**src/hdl/pml_consts.vh**
```
`ifndef PML_CONSTS_VH
`define PML_CONSTS_VH
`define PML_OFF_MBOX_ONE   8'h30
`define PML_OFF_MBOX_TWO   8'h34
`define PML_OFF_LOCK_CTRL  8'h60
`define PML_OFF_SERR_NMI   8'h64
`define PML_OFF_PCI_ENABLE 8'h74
`define PML_OFF_RETRY_CNT  8'h68
`define PML_OFF_IRQ_STAT   8'h6C
`define PML_BIT_LOCK_REQ   0
`define PML_BIT_TGT_UNLOCK 1
`define PML_BIT_RETRY_HIT  2
`define PML_BIT_ABORT      3
`define PML_BIT_NMI_NEGATE 4
`define PML_BIT_ADD_ON     1
`define PML_PCI_MBOX_TWO   12'h800
`define PML_RESET_WORD     32'h0000_0000
`define PML_RETRY_LIMIT    8'h10
`endif

```
**src/hdl/pml_mailbox_lock.v**
```verilog
`timescale 1ns/100ps
`include "pml_consts.vh"
module pml_mailbox_lock #(
  parameter [7:0] RETRY_LIMIT = `PML_RETRY_LIMIT
) (
  input  wire        clk,
  input  wire        rst,
  input  wire        cpu_sel,
  input  wire        cpu_wr,
  input  wire [7:0]  cpu_addr,
  input  wire [31:0] cpu_wdata,
  output reg  [31:0] cpu_rdata_ff,
  output reg         cpu_refused_ff,
  input  wire        pci_clk,
  input  wire        serr_n,
  input  wire        frame_n,
  input  wire        lock_in_n,
  input  wire        pci_req,
  input  wire        pci_mem,
  input  wire        pci_wr,
  input  wire        pci_locked_cyc,
  input  wire [31:0] pci_addr,
  input  wire [31:0] pci_wdata,
  input  wire        memory_space_enable,
  input  wire [31:0] mbox_base,
  output reg  [31:0] pci_rdata_ff,
  output reg         pci_hit_ff,
  output reg         pci_retry_ff,
  input  wire        mst_start,
  input  wire [31:0] mst_target,
  input  wire        mst_done,
  input  wire        mst_retry,
  input  wire        mst_abort,
  output reg         lock_out_ff,
  output reg         mst_refused_ff,
  input  wire        refresh_req,
  output reg         refresh_go_ff,
  output reg         nmi_n_ff,
  output reg         mailbox_one_irq_flag_ff,
  output reg         mailbox_two_irq_flag_ff,
  output reg         target_locked_ff
);
  ////////////////////////////////////////////////////////////////////////////////
  reg  [5:0]  s1_ff;
  reg  [5:0]  s2_ff;
  reg         pclk_d_ff;
  reg  [31:0] mbox_ff [0:1];
  reg         lock_request_ff;
  reg         tgt_unlock_ff;
  reg         retry_limit_hit_ff;
  reg         abort_ff;
  reg         serr_bit_ff;
  reg         pci_en_ff;
  reg         add_on_ff;
  reg  [7:0]  retry_cnt_ff;
  reg  [31:0] locked_tgt_ff;
  reg         mst_busy_ff;
  reg         tgt_arm_ff;
  reg  [31:0] nxt_cpu_rdata;
  reg  [31:0] nxt_pci_rdata;
  reg         nxt_pci_hit;
  reg  [1:0]  pci_mb;
  reg  [1:0]  cpu_mb;
  wire        cpu_wr_go = cpu_go & cpu_wr;
  wire        mst_end   = mst_busy_ff & (mst_done | mst_abort);
  wire        pclk_rise = s2_ff[0] & ~pclk_d_ff;
  wire        serr_s    = ~s2_ff[1];
  wire        frame_s   = ~s2_ff[2];
  wire        lock_s    = ~s2_ff[3];
  wire        cpu_go    = cpu_sel & ~target_locked_ff;
  wire        pci_go    = pci_req & pclk_rise;
  wire        mbox_sel  = pci_mem & memory_space_enable;
  wire [31:0] off       = pci_addr - mbox_base;
  ////////////////////////////////////////////////////////////////////////////////
  // The link clock, error, frame and lock pins pass two flops before use; the link clock edge is found here.
  always @(posedge clk) begin
    if (rst) begin
      s1_ff     <= 6'h3F;
      s2_ff     <= 6'h3F;
      // Matches the reset value of the synchronised clock bit, so no false edge follows reset.
      pclk_d_ff <= 1'b1;
    end else begin
      s1_ff     <= {2'b11, lock_in_n, frame_n, serr_n, pci_clk};
      s2_ff     <= s1_ff;
      pclk_d_ff <= s2_ff[0];
    end
  end
  ////////////////////////////////////////////////////////////////////////////////
  always @* begin
    pci_mb = 2'b00;
    cpu_mb = 2'b00;
    if (mbox_sel && off == 32'h0) pci_mb = 2'b01;
    if (mbox_sel && off == {20'h0, `PML_PCI_MBOX_TWO}) pci_mb = 2'b10;
    if (cpu_addr == `PML_OFF_MBOX_ONE) cpu_mb = 2'b01;
    if (cpu_addr == `PML_OFF_MBOX_TWO) cpu_mb = 2'b10;
    nxt_pci_hit   = pci_go && pci_mb != 2'b00 && ~(target_locked_ff && ~pci_locked_cyc);
    nxt_pci_rdata = pci_mb[1] ? mbox_ff[1] : (pci_mb[0] ? mbox_ff[0] : 32'h0);
    case (cpu_addr)
      `PML_OFF_MBOX_ONE:   nxt_cpu_rdata = mbox_ff[0];
      `PML_OFF_MBOX_TWO:   nxt_cpu_rdata = mbox_ff[1];
      `PML_OFF_LOCK_CTRL:  nxt_cpu_rdata = {28'h0, abort_ff, retry_limit_hit_ff,
                                            tgt_unlock_ff, lock_request_ff};
      `PML_OFF_SERR_NMI:   nxt_cpu_rdata = {31'h0, serr_bit_ff};
      `PML_OFF_RETRY_CNT:  nxt_cpu_rdata = {24'h0, retry_cnt_ff};
      `PML_OFF_IRQ_STAT:   nxt_cpu_rdata = {30'h0, mailbox_two_irq_flag_ff,
                                            mailbox_one_irq_flag_ff};
      `PML_OFF_PCI_ENABLE: nxt_cpu_rdata = {30'h0, add_on_ff, 1'b0};
      default:             nxt_cpu_rdata = 32'h0;
    endcase
  end
  ////////////////////////////////////////////////////////////////////////////////
  // Mailboxes and their flags; the PCI set wins over a same-cycle CPU clear.
  genvar g;
  generate
    for (g = 0; g < 2; g = g + 1) begin : mb
      always @(posedge clk) begin
        if (rst) begin
          mbox_ff[g] <= `PML_RESET_WORD;
        end else if (nxt_pci_hit && pci_mb[g] && pci_wr) begin
          mbox_ff[g] <= pci_wdata;
        end else if (cpu_go && cpu_wr && cpu_mb[g]) begin
          mbox_ff[g] <= cpu_wdata;
        end
      end
    end
  endgenerate
  always @(posedge clk) begin
    if (rst) begin
      mailbox_one_irq_flag_ff <= 1'b0;
      mailbox_two_irq_flag_ff <= 1'b0;
    end else begin
      if (nxt_pci_hit && pci_mb[0]) mailbox_one_irq_flag_ff <= 1'b1;
      else if (cpu_go && cpu_mb[0]) mailbox_one_irq_flag_ff <= 1'b0;
      if (nxt_pci_hit && pci_mb[1]) mailbox_two_irq_flag_ff <= 1'b1;
      else if (cpu_go && cpu_mb[1]) mailbox_two_irq_flag_ff <= 1'b0;
    end
  end
  ////////////////////////////////////////////////////////////////////////////////
  always @(posedge clk) begin
    if (rst) begin
      cpu_rdata_ff   <= 32'h0;
      cpu_refused_ff <= 1'b0;
      pci_rdata_ff   <= 32'h0;
      pci_hit_ff     <= 1'b0;
      pci_retry_ff   <= 1'b0;
      refresh_go_ff  <= 1'b0;
    end else begin
      cpu_rdata_ff   <= cpu_go ? nxt_cpu_rdata : 32'h0;
      cpu_refused_ff <= cpu_sel & target_locked_ff;
      pci_rdata_ff   <= nxt_pci_hit ? nxt_pci_rdata : 32'h0;
      pci_hit_ff     <= nxt_pci_hit;
      pci_retry_ff   <= pci_go & target_locked_ff & ~pci_locked_cyc;
      refresh_go_ff  <= refresh_req;
    end
  end
  ////////////////////////////////////////////////////////////////////////////////
  // Control bits written by the CPU.
  always @(posedge clk) begin
    if (rst) begin
      lock_request_ff <= 1'b0;
      tgt_unlock_ff   <= 1'b0;
    end else begin
      if (cpu_wr_go && cpu_addr == `PML_OFF_LOCK_CTRL) begin
        lock_request_ff <= cpu_wdata[`PML_BIT_LOCK_REQ];
        tgt_unlock_ff   <= cpu_wdata[`PML_BIT_TGT_UNLOCK];
      end
    end
  end
  ////////////////////////////////////////////////////////////////////////////////
  // The negate bit is a one-cycle strobe; it only acts in add-on mode.
  always @(posedge clk) begin
    if (rst) begin
      pci_en_ff <= 1'b0;
      add_on_ff <= 1'b0;
    end else begin
      pci_en_ff <= 1'b0;
      if (cpu_wr_go && cpu_addr == `PML_OFF_PCI_ENABLE) begin
        add_on_ff <= cpu_wdata[`PML_BIT_ADD_ON];
        pci_en_ff <= cpu_wdata[`PML_BIT_NMI_NEGATE];
      end
    end
  end
  ////////////////////////////////////////////////////////////////////////////////
  // System error interrupt; a present error wins over a clear in the same cycle.
  always @(posedge clk) begin
    if (rst) begin
      serr_bit_ff <= 1'b0;
      nmi_n_ff    <= 1'b1;
    end else begin
      if (serr_s) begin
        serr_bit_ff <= 1'b1;
        nmi_n_ff    <= 1'b0;
      end else if (serr_bit_ff && cpu_wr_go && cpu_addr == `PML_OFF_SERR_NMI &&
                   cpu_wdata[0]) begin
        serr_bit_ff <= 1'b0;
        nmi_n_ff    <= 1'b1;
      end else if (pci_en_ff && add_on_ff) begin
        serr_bit_ff <= 1'b0;
        nmi_n_ff    <= 1'b1;
      end
    end
  end
  ////////////////////////////////////////////////////////////////////////////////
  // Target lock: a locked cycle arms, the sampled lock pin then holds the device.
  always @(posedge clk) begin
    if (rst) begin
      target_locked_ff <= 1'b0;
      tgt_arm_ff       <= 1'b0;
    end else begin
      if (pci_go && pci_mb != 2'b00 && pci_locked_cyc && ~tgt_unlock_ff) begin
        tgt_arm_ff <= 1'b1;
      end
      if (tgt_arm_ff && lock_s) begin
        target_locked_ff <= 1'b1;
        tgt_arm_ff       <= 1'b0;
      end else if (~frame_s && ~lock_s) begin
        target_locked_ff <= 1'b0;
        tgt_arm_ff       <= 1'b0;
      end
    end
  end
  ////////////////////////////////////////////////////////////////////////////////
  // Master side exclusive access.
  always @(posedge clk) begin
    if (rst) begin
      lock_out_ff    <= 1'b0;
      mst_busy_ff    <= 1'b0;
      mst_refused_ff <= 1'b0;
      locked_tgt_ff  <= 32'h0;
    end else begin
      mst_refused_ff <= 1'b0;
      if (mst_start && ~mst_busy_ff) begin
        if (lock_out_ff && mst_target != locked_tgt_ff) begin
          mst_refused_ff <= 1'b1;
        end else begin
          mst_busy_ff <= 1'b1;
          if (lock_request_ff && ~lock_s && ~lock_out_ff) begin
            lock_out_ff   <= 1'b1;
            locked_tgt_ff <= mst_target;
          end
        end
      end
      if (mst_end) begin
        mst_busy_ff <= 1'b0;
        if (~lock_request_ff) lock_out_ff <= 1'b0;
      end
    end
  end
  ////////////////////////////////////////////////////////////////////////////////
  // Retry counting; a retry in the same cycle wins over a software clear.
  always @(posedge clk) begin
    if (rst) begin
      retry_cnt_ff       <= 8'h0;
      retry_limit_hit_ff <= 1'b0;
    end else begin
      if (mst_busy_ff && mst_retry && lock_out_ff) begin
        if (retry_cnt_ff == RETRY_LIMIT - 8'h1) retry_limit_hit_ff <= 1'b1;
        retry_cnt_ff <= retry_cnt_ff + 8'h1;
      end
      if (mst_end) begin
        retry_cnt_ff <= 8'h0;
      end
      if (cpu_wr_go && cpu_addr == `PML_OFF_LOCK_CTRL) begin
        if (~cpu_wdata[`PML_BIT_RETRY_HIT] && ~(mst_busy_ff && mst_retry)) begin
          retry_limit_hit_ff <= 1'b0;
        end
      end
    end
  end
  ////////////////////////////////////////////////////////////////////////////////
  // Abort status; an abort in the same cycle wins over a software clear.
  always @(posedge clk) begin
    if (rst) begin
      abort_ff <= 1'b0;
    end else begin
      if (mst_busy_ff && mst_abort && lock_out_ff) begin
        abort_ff <= 1'b1;
      end else if (cpu_wr_go && cpu_addr == `PML_OFF_LOCK_CTRL &&
                   ~cpu_wdata[`PML_BIT_ABORT]) begin
        abort_ff <= 1'b0;
      end
    end
  end
endmodule

```
**config.mk**
```make
export PLATFORM = sky130hd
export DESIGN_NAME = pml_mailbox_lock
export DESIGN_NICKNAME = d
export VERILOG_FILES = /design/src/hdl/pml_mailbox_lock.v
export VERILOG_INCLUDE_DIRS = /design/src /design/src/hdl
export SDC_FILE = /design/constraint.sdc
export NUM_CORES = 1
export LEC_CHECK = 0
export BUFFER_PORTS_ARGS = -buffer_cell sky130_fd_sc_hd__buf_4
export CORE_MARGIN = 1
export CORE_UTILIZATION = 54
export DETAILED_ROUTE_END_ITERATION = 10
export PLACE_DENSITY = 0.81
export SLEW_MARGIN = 0
export SYNTH_ARGS = -nofsm -noshare
export SYNTH_HDL_FRONTEND = slang
export SYNTH_SLANG_ARGS = --single-unit
```
**constraint.sdc**
```tcl
create_clock -name clk -period 5.8 [get_ports clk]
set_clock_uncertainty 0.05 [all_clocks]
set_input_delay 0.58 -clock clk [delete_from_list [all_inputs] [get_ports clk]]
set_output_delay 0.58 -clock clk [all_outputs]
set_load 0.02 [all_outputs]
```
==> reports/qor.csv, run 1 <==
stage;metric;value;unit
sta;WHS;0.260;ns
yosys;Synth warnings;0;
pwr;part of the power in combinational logic;0.160;
routing;Post-Route WL;29.3;mm
pwr;Power Density;239;mW/mm2
routing;DRT Pass-1 Iters;7;
pwr;Power Internal;2.23;mW
clock_tree;clk sink count;196;
grt;vias in the first global route;9123;
grt;gr usage total;0.296;
layout;# fillers;1450;
die;chip width;141;um
sta;Final Cycle Share;0.741;
die;die area;0.0198;mm2
worst_setup_path;Crit Path Max Fanout;20;
yosys;Synth top area share;0.255;
yosys;dominant cell type by area after synthesis;dfxtp_1;
sta;FMAX;0.233;GHz
sta;final setup vio count;0;
grt;number of antenna violations at the first check in global routing;1;
sta;RSZ-0062 raised after global routing;false;
routing;post-route ant nets;0;
yosys;Syn Inst Count;1180;
yosys;top_reg_cell synth;dfxtp_1;
pwr;sw frac;0.287;
yosys;syn nets;1398;
clock_tree;Post-CTS Setup Bufs;0;
die;Core ar.;0.0188;mm2
clock_tree;CTS buffer count;17;
pwr;leak pwr;5.80;nW
grt;total grt overflow;0;
sta;fin worst setup slack;1.50;ns
routing;Initial DRC Count;793;
placement;dpl hpwl;21.0;mm
clock_tree;CTS tree;yes;
sta;worst slew pin tran;1.16;ns
yosys;Post-Syn Area;0.0104;mm2
layout;synthesis-to-layout area growth;26.3;%
yosys;register area share after synthesis;0.440;
run_status;status;finished, final reports clean;
grt;global-route wire length before repair;45.9;mm
yosys;Yosys reg bits;196;
die;Ports;260;
routing;Post-route DRC;0;
pwr;clock power share;0.379;
hold_path;worst hold path type;in -> reg;
clock_tree;cts repair resizes;0;
layout;fraction of layout cells with a size suffix above 1;0.236;
sta;Slew HR;0.219;
placement;I/O Buffers;259;
yosys;ranking of synthesized cells by area;dfxtp_1, edfxtp_1, nand2_1;
placement;Routability Congestion;0.897;
clock_tree;clk_lat worst skew;0.44;ns
layout;fin nets;1626;
layout;Seq. cell area;0.00456;mm2
clock_tree;clk root buf;clkbuf_16;
sta;final setup TNS;0;ns
flow_run;MaxCap Viol Count;0;
die;die span in y;141;um
yosys;Yosys cell types;66;
worst_setup_path;WP data arrival;4.43;ns
worst_setup_path;Setup crit start kind;primary input;
grt;largest net degree at the start of global routing;58;
worst_setup_path;critical path endpoint category;flop;
worst_setup_path;CP Cell Sequence;buf_4 -> ha_1 -> nand2_1 -> o21ai_1 -> a21oi_1 -> o41ai_1 -> nand4_1 -> o311ai_0 -> nand4_1 -> nor4_4 -> nand4_4 -> buf_4 -> buf_4 -> mux2i_1;
clock_tree;Max Root-Sink Buffers;2;
routing;Routed wire per std cell;17.7;um
layout;multi-input logic area;0.00542;mm2
clock_tree;H-Tree Depth;4;
placement;Post-Place Setup Slack;1.10;ns
worst_setup_path;slowest CP cell;o41ai_1;
pwr;maximum VDD drop;0.221;mV
yosys;Avg Cell Area, Syn;8.78;um2
pwr;Flop pwr share;0.462;
clock_tree;CTS hold repair buffers;0;
worst_setup_path;Largest stage delay, worst path;0.77;ns
routing;Vias;9530;
sta;Slew Limit Fails;0;
die;initial core utilization;0.552;
routing;vias per cell;5.75;
pwr;Switch Pwr;898;uW
die;cell row count;50;
yosys;Post-synth EDFFs;64;
sta;Fin. Hold Viols;0;
sta;minimum clock period;4.30;ns
clock_tree;clock-pin slew on the worst setup and hold paths;0.08;ns
worst_setup_path;worst path required time;5.93;ns
worst_setup_path;most repeated library cell on the critical path;buf_4;
yosys;Async SR Flop Fraction;0;
worst_setup_path;Setup CP Type;in -> reg;
[cells in the mapped netlist, types with 3 or more instances]
master and instances:
nor4_1 12, nor3_1 9, buf_6 6, xor2_1 45
nand2_1 250, inv_1 37, a22oi_1 32, dfxtp_1 132
o21ai_1 3, o2111ai_1 4, clkbuf_1 50, a222oi_1 5
a31oi_1 3, nand3b_1 4, nand3_1 17, nand4_1 18
a211oi_1 4, and2_1 3, or4_1 5, ha_1 32
nor2_1 77, o21ai_0 27, a21oi_1 118, buf_2 9
a21o_1 5, edfxtp_1 64, o21a_1 10, and3_1 7
o31ai_1 5, o22ai_1 3, xnor2_1 12, mux2i_1 69
nor2b_1 10, or2_2 10, nand2b_1 38
[flip-flops by register name, summed over array words and instances (netlist names), 4 cells and up]
register / cells
retry_cnt_ff: 8
s1_ff: 4
s2_ff: 4
cpu_rdata_ff: 32
locked_tgt_ff: 32
mbox_ff: 64
pci_rdata_ff: 32
[stage by stage]
step           instance area, um2  std cells  power (mW)   util
2_1_floorplan               10400       1180        1.75      -
3_3_place_gp                12500       1623        1.96  0.666
3_5_place_dp                12500       1623        1.96  0.666
4_1_cts                     13100       1655        3.13  0.698
5_1_grt                     13100       1656        3.23  0.698
6_report                    13100       1656        3.12  0.698
[power groups by stage]
stage	logic, mW	clock network, mW	registers, mW
global placement	0.485	0	1.47
CTS	0.491	1.20	1.44
global route	0.539	1.25	1.44
finish	0.498	1.18	1.44
floorplan	0.279	0	1.47
detailed placement	0.489	0	1.47
[placed cells by master, fill, tap and decap left out, drive strengths merged, types with 3 or more instances in the layout]
| cell type | n |
|---|---|
| nor3 | 9 |
| and2 | 3 |
| xor2 | 45 |
| o31ai | 5 |
| buf | 274 |
| nor4 | 13 |
| or2 | 10 |
| nand2 | 250 |
| ha | 32 |
| inv | 45 |
| clkinv | 7 |
| a222oi | 5 |
| a21o | 5 |
| nand4 | 21 |
| xnor2 | 12 |
| nand3b | 4 |
| nand2b | 38 |
| and3 | 7 |
| o21ai | 30 |
| dfxtp | 132 |
| nand3 | 17 |
| mux2i | 69 |
| o21a | 10 |
| o2111ai | 4 |
| nor2 | 77 |
| nor2b | 10 |
| a31oi | 3 |
| a211oi | 4 |
| clkbuf | 17 |
| o22ai | 3 |
| edfxtp | 64 |
| a21oi | 121 |
| or4 | 5 |
| a22oi | 32 |
[cell families after synthesis]
| family | count (synthesis) | share of synthesized area |
|---|---|---|
| flops | 196 | 0.440 |
| compound gates | 242 | 0.144 |
| xor+xnor | 57 | 0.0482 |
| fa+ha+maj | 32 | 0.0386 |
| buf+inv | 102 | 0.0424 |
| mux | 71 | 0.0688 |
| simple gates | 480 | 0.218 |
[path summary, 6_finish.rpt]
kind / start / slack [ns] / endpoint / cells past startpoint
max: pci_addr[2] / 1.50 / mbox_ff[0][15]$_DFFE_PP_ / 14
min: pci_locked_cyc / 0.26 / pci_retry_ff$_SDFF_PP0_ / 2
max reg2reg: target_locked_ff$_SDFFE_PP0P_ / 3.05 / mbox_ff[0][25]$_DFFE_PP_ / 6
min reg2reg: s1_ff[2]$_SDFF_PP1_ / 0.36 / s2_ff[2]$_SDFF_PP1_ / 1
[critical path, delay by kind of cell]
family          cells  cell delay, ns
buf+inv             3            0.64
fa+ha+maj           1            0.38
simple gates        5            1.22
mux                 1            0.17
compound gates      4            1.44
[metal layers]
| metal | vias up | wire length (um) | part of all wire | global-route usage |
|---|---|---|---|---|
| met4 | 0 | 925 | 0.032 | 0.128 |
| met2 | 444 | 13600 | 0.46 | 0.480 |
| met5 | - | 0 | 0 | 0 |
| li1 | 4581 | - | - | - |
| met1 | 4442 | 12000 | 0.41 | 0.376 |
| met3 | 63 | 2740 | 0.093 | 0.0728 |
[final cells by class]
type,instances,share of cell area
clock buffer,17,0.0325
inverter,37,0.0106
sequential,196,0.349
clock inverter,15,0.0133
antenna,1,0.000191
timing repair buffer,274,0.159
tap,234,0.0224
multi-input combinational,882,0.414
Power figures use the tool's default switching activity.
==> run 2: changes to the inputs <==
--- a/config.mk
+++ b/config.mk
@@ -6,11 +6,12 @@
 export SDC_FILE = /design/constraint.sdc
 export NUM_CORES = 1
 export LEC_CHECK = 0
+export ABC_AREA = 1
 export BUFFER_PORTS_ARGS = -buffer_cell sky130_fd_sc_hd__buf_4
 export CORE_MARGIN = 1
-export CORE_UTILIZATION = 54
+export CORE_UTILIZATION = 50
 export DETAILED_ROUTE_END_ITERATION = 10
-export PLACE_DENSITY = 0.81
+export PLACE_DENSITY = 0.78
 export SLEW_MARGIN = 0
 export SYNTH_ARGS = -nofsm -noshare
 export SYNTH_HDL_FRONTEND = slang
==> constraint.sdc (replaced) <==
create_clock -name clk -period 3.8 [get_ports clk]
set_clock_uncertainty 0.05 [all_clocks]
set_input_delay 0.38 -clock clk [delete_from_list [all_inputs] [get_ports clk]]
set_output_delay 0.38 -clock clk [all_outputs]
set_load 0.02 [all_outputs]
==> reports/qor.csv, run 2 <==
stage;metric;value;unit
run_status;status;finished, final reports clean;
clock_tree;CTS tree;yes;
yosys;dominant cell type by area after synthesis;dfxtp_1;
worst_setup_path;Setup crit start kind;primary input;
sta;minimum clock period;3.35;ns
yosys;adder-cell share of the synthesized area;0.0350;
yosys;Syn Inst Count;1664;
worst_setup_path;Setup CP Type;in -> reg;
grt;total grt overflow;0;
yosys;syn nets;1882;
pwr;Switch Pwr;1.34;mW
yosys;Post-synth EDFFs;64;
yosys;most frequent cell after synthesis;nand2_1;
pwr;part of the power in combinational logic;0.156;
grt;largest net degree at the start of global routing;50;
worst_setup_path;Crit Path Max Fanout;11;
clock_tree;clk root buf;clkbuf_16;
die;die area;0.0235;mm2
die;die span in y;153;um
yosys;Synth warnings;0;
sta;Final Cycle Share;0.881;
grt;gr usage total;0.303;
pwr;maximum VDD drop;0.306;mV
routing;post-route ant nets;0;
die;initial core utilization;0.516;
sta;Slew Limit Fails;0;
layout;multi-input logic area;0.00563;mm2
layout;Top reg by flops;mbox_ff;
sta;FMAX;0.299;GHz
grt;global-route wire length before repair;56.6;mm
routing;Highest Signal Layer;met4;
pwr;sw frac;0.276;
clock_tree;Max Root-Sink Buffers;2;
die;chip width;153;um
yosys;main combinational cell family by area after synthesis;simple AND/OR/NAND/NOR gates;
layout;fin nets;2137;
yosys;synth cell count leaders;nand2_1, inv_1, nand3_1, nor2_1, dfxtp_1;
yosys;post-synthesis compound-gate area fraction;0.0801;
die;Core ar.;0.0222;mm2
clock_tree;H-Tree Depth;4;
sta;Slew HR;0.181;
yosys;top_reg_cell synth;dfxtp_1;
sta;final setup vio count;0;
clock_tree;CTS buffer count;17;
sta;final setup TNS;0;ns
worst_setup_path;most repeated library cell on the critical path;nand2_1;
routing;WL met2;17.3;mm
yosys;Yosys cell types;43;
pwr;Flop pwr share;0.458;
layout;fraction of layout cells with a size suffix above 1;0.202;
grt;vias in the first global route;11534;
routing;Initial DRC Count;1007;
yosys;mux contribution to synthesized area;0;
layout;Largest register FFs;64;
routing;Post-route DRC;0;
routing;wl on met1;14.0;mm
flow_run;MaxCap Viol Count;0;
pwr;Power Density;336;mW/mm2
yosys;Avg Cell Area, Syn;6.88;um2
worst_setup_path;Largest stage delay, worst path;0.38;ns
clock_tree;clock-pin slew on the worst setup and hold paths;0.07;ns
routing;met3 wire length;3.12;mm
layout;most frequent cells in the layout;nand2_1, buf_4, inv_1;
routing;Post-Route WL;35.7;mm
sta;Fin. Hold Viols;0;
worst_setup_path;slowest CP cell;ha_1;
routing;Routed wire per std cell;16.1;um
die;Ports;260;
pwr;total power;4.85;mW
routing;DRT Pass-1 Iters;6;
yosys;Synth top area share;0.231;
yosys;ranking of synthesized cells by area;dfxtp_1, edfxtp_1, nand2_1;
clock_tree;Post-CTS Setup Bufs;0;
placement;Routability Congestion;0.952;
worst_setup_path;critical path endpoint category;flop;
yosys;register area share after synthesis;0.399;
worst_setup_path;r2r setup slk;1.31;ns
sta;RSZ-0062 raised after global routing;false;
layout;synthesis-to-layout area growth;26.2;%
worst_setup_path;CP Cell Sequence;buf_4 -> ha_1 -> nand2_1 -> inv_1 -> nand2_1 -> nor3_1 -> nand2_1 -> nand2_1 -> nand2_1 -> nand3_1 -> nand2_1 -> nor2_1 -> nand2_1 -> nor2_2 -> nand2_1 -> inv_2 -> nand2_1 -> nor3_2 -> nand2_2 -> buf_4 -> nor2_2 -> buf_4 -> nand2_1 -> o21ai_0;
yosys;Synth Area in XOR/XNOR;0.0260;
clock_tree;CTS hold repair buffers;0;
die;cell row count;54;
placement;dpl hpwl;27.0;mm
layout;Seq. cell area;0.00456;mm2
worst_setup_path;worst path required time;4.01;ns
yosys;Yosys reg bits;196;
yosys;Async SR Flop Fraction;0;
clock_tree;cts repair resizes;0;
routing;vias per cell;5.45;
yosys;Post-Syn Area;0.0114;mm2
clock_tree;clk sink count;196;
sta;worst slew pin tran;1.23;ns
routing;Vias;12045;
clock_tree;clk_lat worst skew;0.44;ns
hold_path;worst hold path type;in -> reg;
pwr;clock power share;0.385;
layout;antenna diode count;0;
yosys;Synth Area in Simple Gates;0.349;
pwr;leak pwr;6.66;nW
layout;most common cell after layout, fill and taps aside;nand2_1;
grt;number of antenna violations at the first check in global routing;0;
pwr;Power Internal;3.51;mW
worst_setup_path;WP data arrival;3.55;ns
placement;I/O Buffers;259;
layout;# fillers;1941;
[run 2: final timing paths]
kind / from / endpoint / depth (start not counted)
hold reg to reg: s1_ff[2]$_SDFF_PP1_ / s2_ff[2]$_SDFF_PP1_ / 1
setup reg to reg: mst_busy_ff$_SDFFE_PP0P_ / locked_tgt_ff[19]$_SDFFE_PP0P_ / 7
hold / removal: serr_n / s1_ff[1]$_SDFF_PP1_ / 2
setup / recovery: pci_addr[10] / mbox_ff[0][6]$_DFFE_PP_ / 24
[run 2: worst max-delay path: cells and delay by family]
family | cells | cell delay [ns]
AO/OA/AOI/OAI | 1 | 0.09
buffers and inverters | 5 | 0.71
AND/OR/NAND/NOR | 17 | 2.01
adder cells (fa/ha/maj) | 1 | 0.38
[run 2: cells by family after synthesis]
family,count (synthesis)
simple gates,905
buf+inv,325
flops,196
compound gates,172
xor+xnor,34
fa+ha+maj,32
[run 2: area by class of cell]
type                            count  area share
Clock inverter                     14      0.0129
Tap cell                          280      0.0243
Multi-Input combinational cell   1143       0.390
Sequential cell                   196       0.316
Inverter                          262      0.0681
Timing Repair Buffer              299       0.159
Clock buffer                       18      0.0297
[run 2: power by group through the flow]
stage | sequential [mW] | clock, mW | combinational [mW]
6_report | 2.22 | 1.87 | 0.759
5_1_grt | 2.23 | 1.97 | 0.844
4_1_cts | 2.22 | 1.88 | 0.755
3_5_place_dp | 2.27 | 0 | 0.749
3_3_place_gp | 2.27 | 0 | 0.744
2_1_floorplan | 2.27 | 0 | 0.426
[run 2: per-stage QoR]
stage,util,instance area (um2),setup WS [ns],hold WS (ns),std cells
after floorplan,-,11400,0.0353,0.339,1664
after global routing,0.652,14400,0.203,0.0594,2212
after CTS,0.652,14400,0.469,0.0667,2212
final,0.652,14400,0.452,0.0759,2212
after detailed placement,0.624,13800,0.0306,0.348,2180
after global placement,0.624,13800,0.0821,0.343,2180
[run 2: layer usage]
metal  GRT usage  up-vias
met2       0.522      595
met1       0.365     5484
li1            -     5877
met5           0        -
met4       0.141        0
met3      0.0593       89
==> run 3: changes to the inputs <==
--- a/config.mk
+++ b/config.mk
@@ -9,9 +9,9 @@
 export ABC_AREA = 1
 export BUFFER_PORTS_ARGS = -buffer_cell sky130_fd_sc_hd__buf_4
 export CORE_MARGIN = 1
-export CORE_UTILIZATION = 50
+export CORE_UTILIZATION = 55
 export DETAILED_ROUTE_END_ITERATION = 10
-export PLACE_DENSITY = 0.78
+export PLACE_DENSITY = 0.81
 export SLEW_MARGIN = 0
 export SYNTH_ARGS = -nofsm -noshare
 export SYNTH_HDL_FRONTEND = slang
==> constraint.sdc (replaced) <==
create_clock -name clk -period 3.14 [get_ports clk]
set_clock_uncertainty 0.05 [all_clocks]
set_input_delay 0.314 -clock clk [delete_from_list [all_inputs] [get_ports clk]]
set_output_delay 0.314 -clock clk [all_outputs]
set_load 0.02 [all_outputs]
==> reports/qor.csv, run 3 (synthesized netlist as in run 2, its figures left out) <==
stage;metric;value;unit
clock_tree;clk sink count;196;
run_status;status;finished, final reports clean;
layout;Top reg by flops;mbox_ff;
pwr;total power;5.92;mW
layout;cell area after layout;0.0156;mm2
layout;synthesis-to-layout area growth;36.7;%
die;Ports;260;
layout;fin nets;2198;
hold_path;Worst Hold Launch;frame_n;
sta;Slew Limit Fails;0;
worst_setup_path;r2r setup slk;0.70;ns
die;cell row count;52;
routing;Post-Route WL;38.5;mm
routing;Vias;12570;
clock_tree;H-Tree Depth;4;
clock_tree;clk root buf;clkbuf_16;
layout;antenna diode count;0;
sta;WHS;0.00553;ns
routing;DRT Pass-1 Iters;7;
sta;final setup vio count;0;
sta;Slew HR;0.518;
grt;vias in the first global route;12052;
clock_tree;CTS hold repair buffers;0;
grt;largest net degree at the start of global routing;50;
worst_setup_path;Setup CP Type;in -> reg;
pwr;Power Density;378;mW/mm2
clock_tree;clock-pin slew on the worst setup and hold paths;0.07;ns
grt;number of antenna violations at the first check in global routing;0;
routing;post-route ant nets;0;
layout;fraction of layout cells with a size suffix above 1;0.283;
routing;Routed wire per std cell;17.0;um
worst_setup_path;slowest CP cell;nor3_4;
layout;most common cell after layout, fill and taps aside;nand2_1;
worst_setup_path;Crit. Startpoint;mbox_base[9];
clock_tree;CTS tree;yes;
worst_setup_path;worst path required time;3.25;ns
worst_setup_path;crit path to;mbox_ff[1][0]$_SDFFCE_PN0P_;
pwr;maximum VDD drop;0.372;mV
pwr;leak pwr;7.06;nW
die;initial core utilization;0.564;
layout;Largest register FFs;64;
placement;dpl hpwl;27.7;mm
worst_setup_path;critical path endpoint category;flop;
clock_tree;CTS buffer count;17;
sta;minimum clock period;3.07;ns
grt;total grt overflow;0;
placement;Placed Instance Area;0.0146;mm2
sta;worst slew pin tran;0.719;ns
routing;vias per cell;5.55;
worst_setup_path;reg2reg start;target_locked_ff$_SDFFE_PP0P_;
grt;global-route wire length before repair;58.7;mm
layout;most frequent cells in the layout;nand2_1, buf_4, inv_1;
grt;gr usage total;0.345;
die;die span in y;146;um
sta;Fin. Hold Viols;0;
layout;# fillers;1548;
worst_setup_path;Crit Reg-Reg Endpoint;mbox_ff[1][19]$_SDFFCE_PN0P_;
hold_path;worst hold path type;in -> reg;
routing;Initial DRC Count;1193;
worst_setup_path;worst reg-to-reg path cell count;9;
placement;I/O Buffers;259;
worst_setup_path;CP Cell Sequence;buf_4 -> inv_4 -> ha_4 -> buf_6 -> nand2_4 -> buf_6 -> nor2_4 -> buf_4 -> a21oi_2 -> nand2_2 -> buf_6 -> xor2_1 -> inv_1 -> nand2_2 -> nor3_4 -> nand4_1 -> nor2_4 -> buf_6 -> nand4_4 -> buf_6 -> nand3_4 -> clkbuf_16;
sta;FMAX;0.326;GHz
routing;Post-route DRC;0;
die;Core ar.;0.0203;mm2
flow_run;MaxCap Viol Count;0;
worst_setup_path;Setup crit start kind;primary input;
clock_tree;clk_lat worst skew;0.44;ns
sta;Final Cycle Share;0.978;
die;die area;0.0214;mm2
layout;fin util;0.770;
worst_setup_path;WP data arrival;3.18;ns
clock_tree;Max Root-Sink Buffers;2;
worst_setup_path;most repeated library cell on the critical path;buf_6;
placement;Routability Congestion;0.934;
worst_setup_path;Crit Path Max Fanout;8;
die;chip width;146;um
worst_setup_path;Largest stage delay, worst path;0.24;ns
[run 3: cell count changes in the layout (fill, tap and decap cells not counted), sizes merged]
cell	previous run	this run
clkbuf	18	24
buf	299	354
bufinv	2	0
clkinvlp	1	2
inv	265	266
[run 3: power breakdown]
part | total, mW | internal (mW) | switching (mW)
clock network | 2.05 | 1.04 | 1.02
logic | 1.17 | 0.535 | 0.635
registers | 2.69 | 2.66 | 0.0316
total | 5.92 | 4.23 | 1.69
[run 3: metrics by stage]
stage	TNS [ns]	setup WS, ns	std cells
after global placement	-23.04	-0.225	2213
after detailed placement	-40.35	-0.349	2213
final	0	0.0697	2263
after global routing	-2.41	-0.0529	2263
after floorplan	-20.26	-0.370	1664
after CTS	0	0.0863	2245
[run 3: what timing repair did]
| action | 4_1_cts | 5_1_grt |
|---|---|---|
| endpoints found under the setup margin | 0 | 150 |
| gates resized for setup | 0 | 61 |
| setup buffers | 0 | 11 |
[run 3: how the worst min path moves through the flow]
| stage | end | slack, ns | cells after the start |
|---|---|---|---|
| 4_1_cts | s1_ff[2]$_SDFF_PP1_ | 0.000009 | 2 |
| 3_5_place_dp | s2_ff[3]$_SDFF_PP1_ | 0.35 | 1 |
| 6_report | s1_ff[2]$_SDFF_PP1_ | 0.006 | 2 |
| 2_1_floorplan | s2_ff[0]$_SDFF_PP1_ | 0.34 | 1 |
| 5_1_grt | s1_ff[0]$_SDFF_PP1_ | 0.004 | 2 |
| 3_3_place_gp | s2_ff[2]$_SDFF_PP1_ | 0.34 | 1 |
[run 3: cell type report]
type | count | area [um2] | area share
tap | 270 | 338 | 0.0216
inverter | 262 | 1010 | 0.0643
sequential | 196 | 4560 | 0.292
clock inverter | 14 | 121 | 0.00776
timing repair buffer | 360 | 2920 | 0.187
clock buffer | 18 | 429 | 0.0274
multi-input combinational | 1143 | 6260 | 0.400
[run 3: per-layer routing]
layer / global-route usage / vias to the layer above / part of all wire
met1: 0.394 / 5689 / 0.36
met2: 0.602 / 758 / 0.49
li1: - / 5977 / -
met5: 0 / - / 0
met3: 0.0694 / 146 / 0.098
met4: 0.196 / 0 / 0.047
[run 3: critical path, delay by kind of cell]
family                     cells  cell delay (ns)
buffers and inverters         10             1.21
and+or+nand+nor                9             1.21
adders and majority gates      1             0.20
xor gates and xnor gates       1             0.13
AOI/OAI and AO/OA              1             0.12
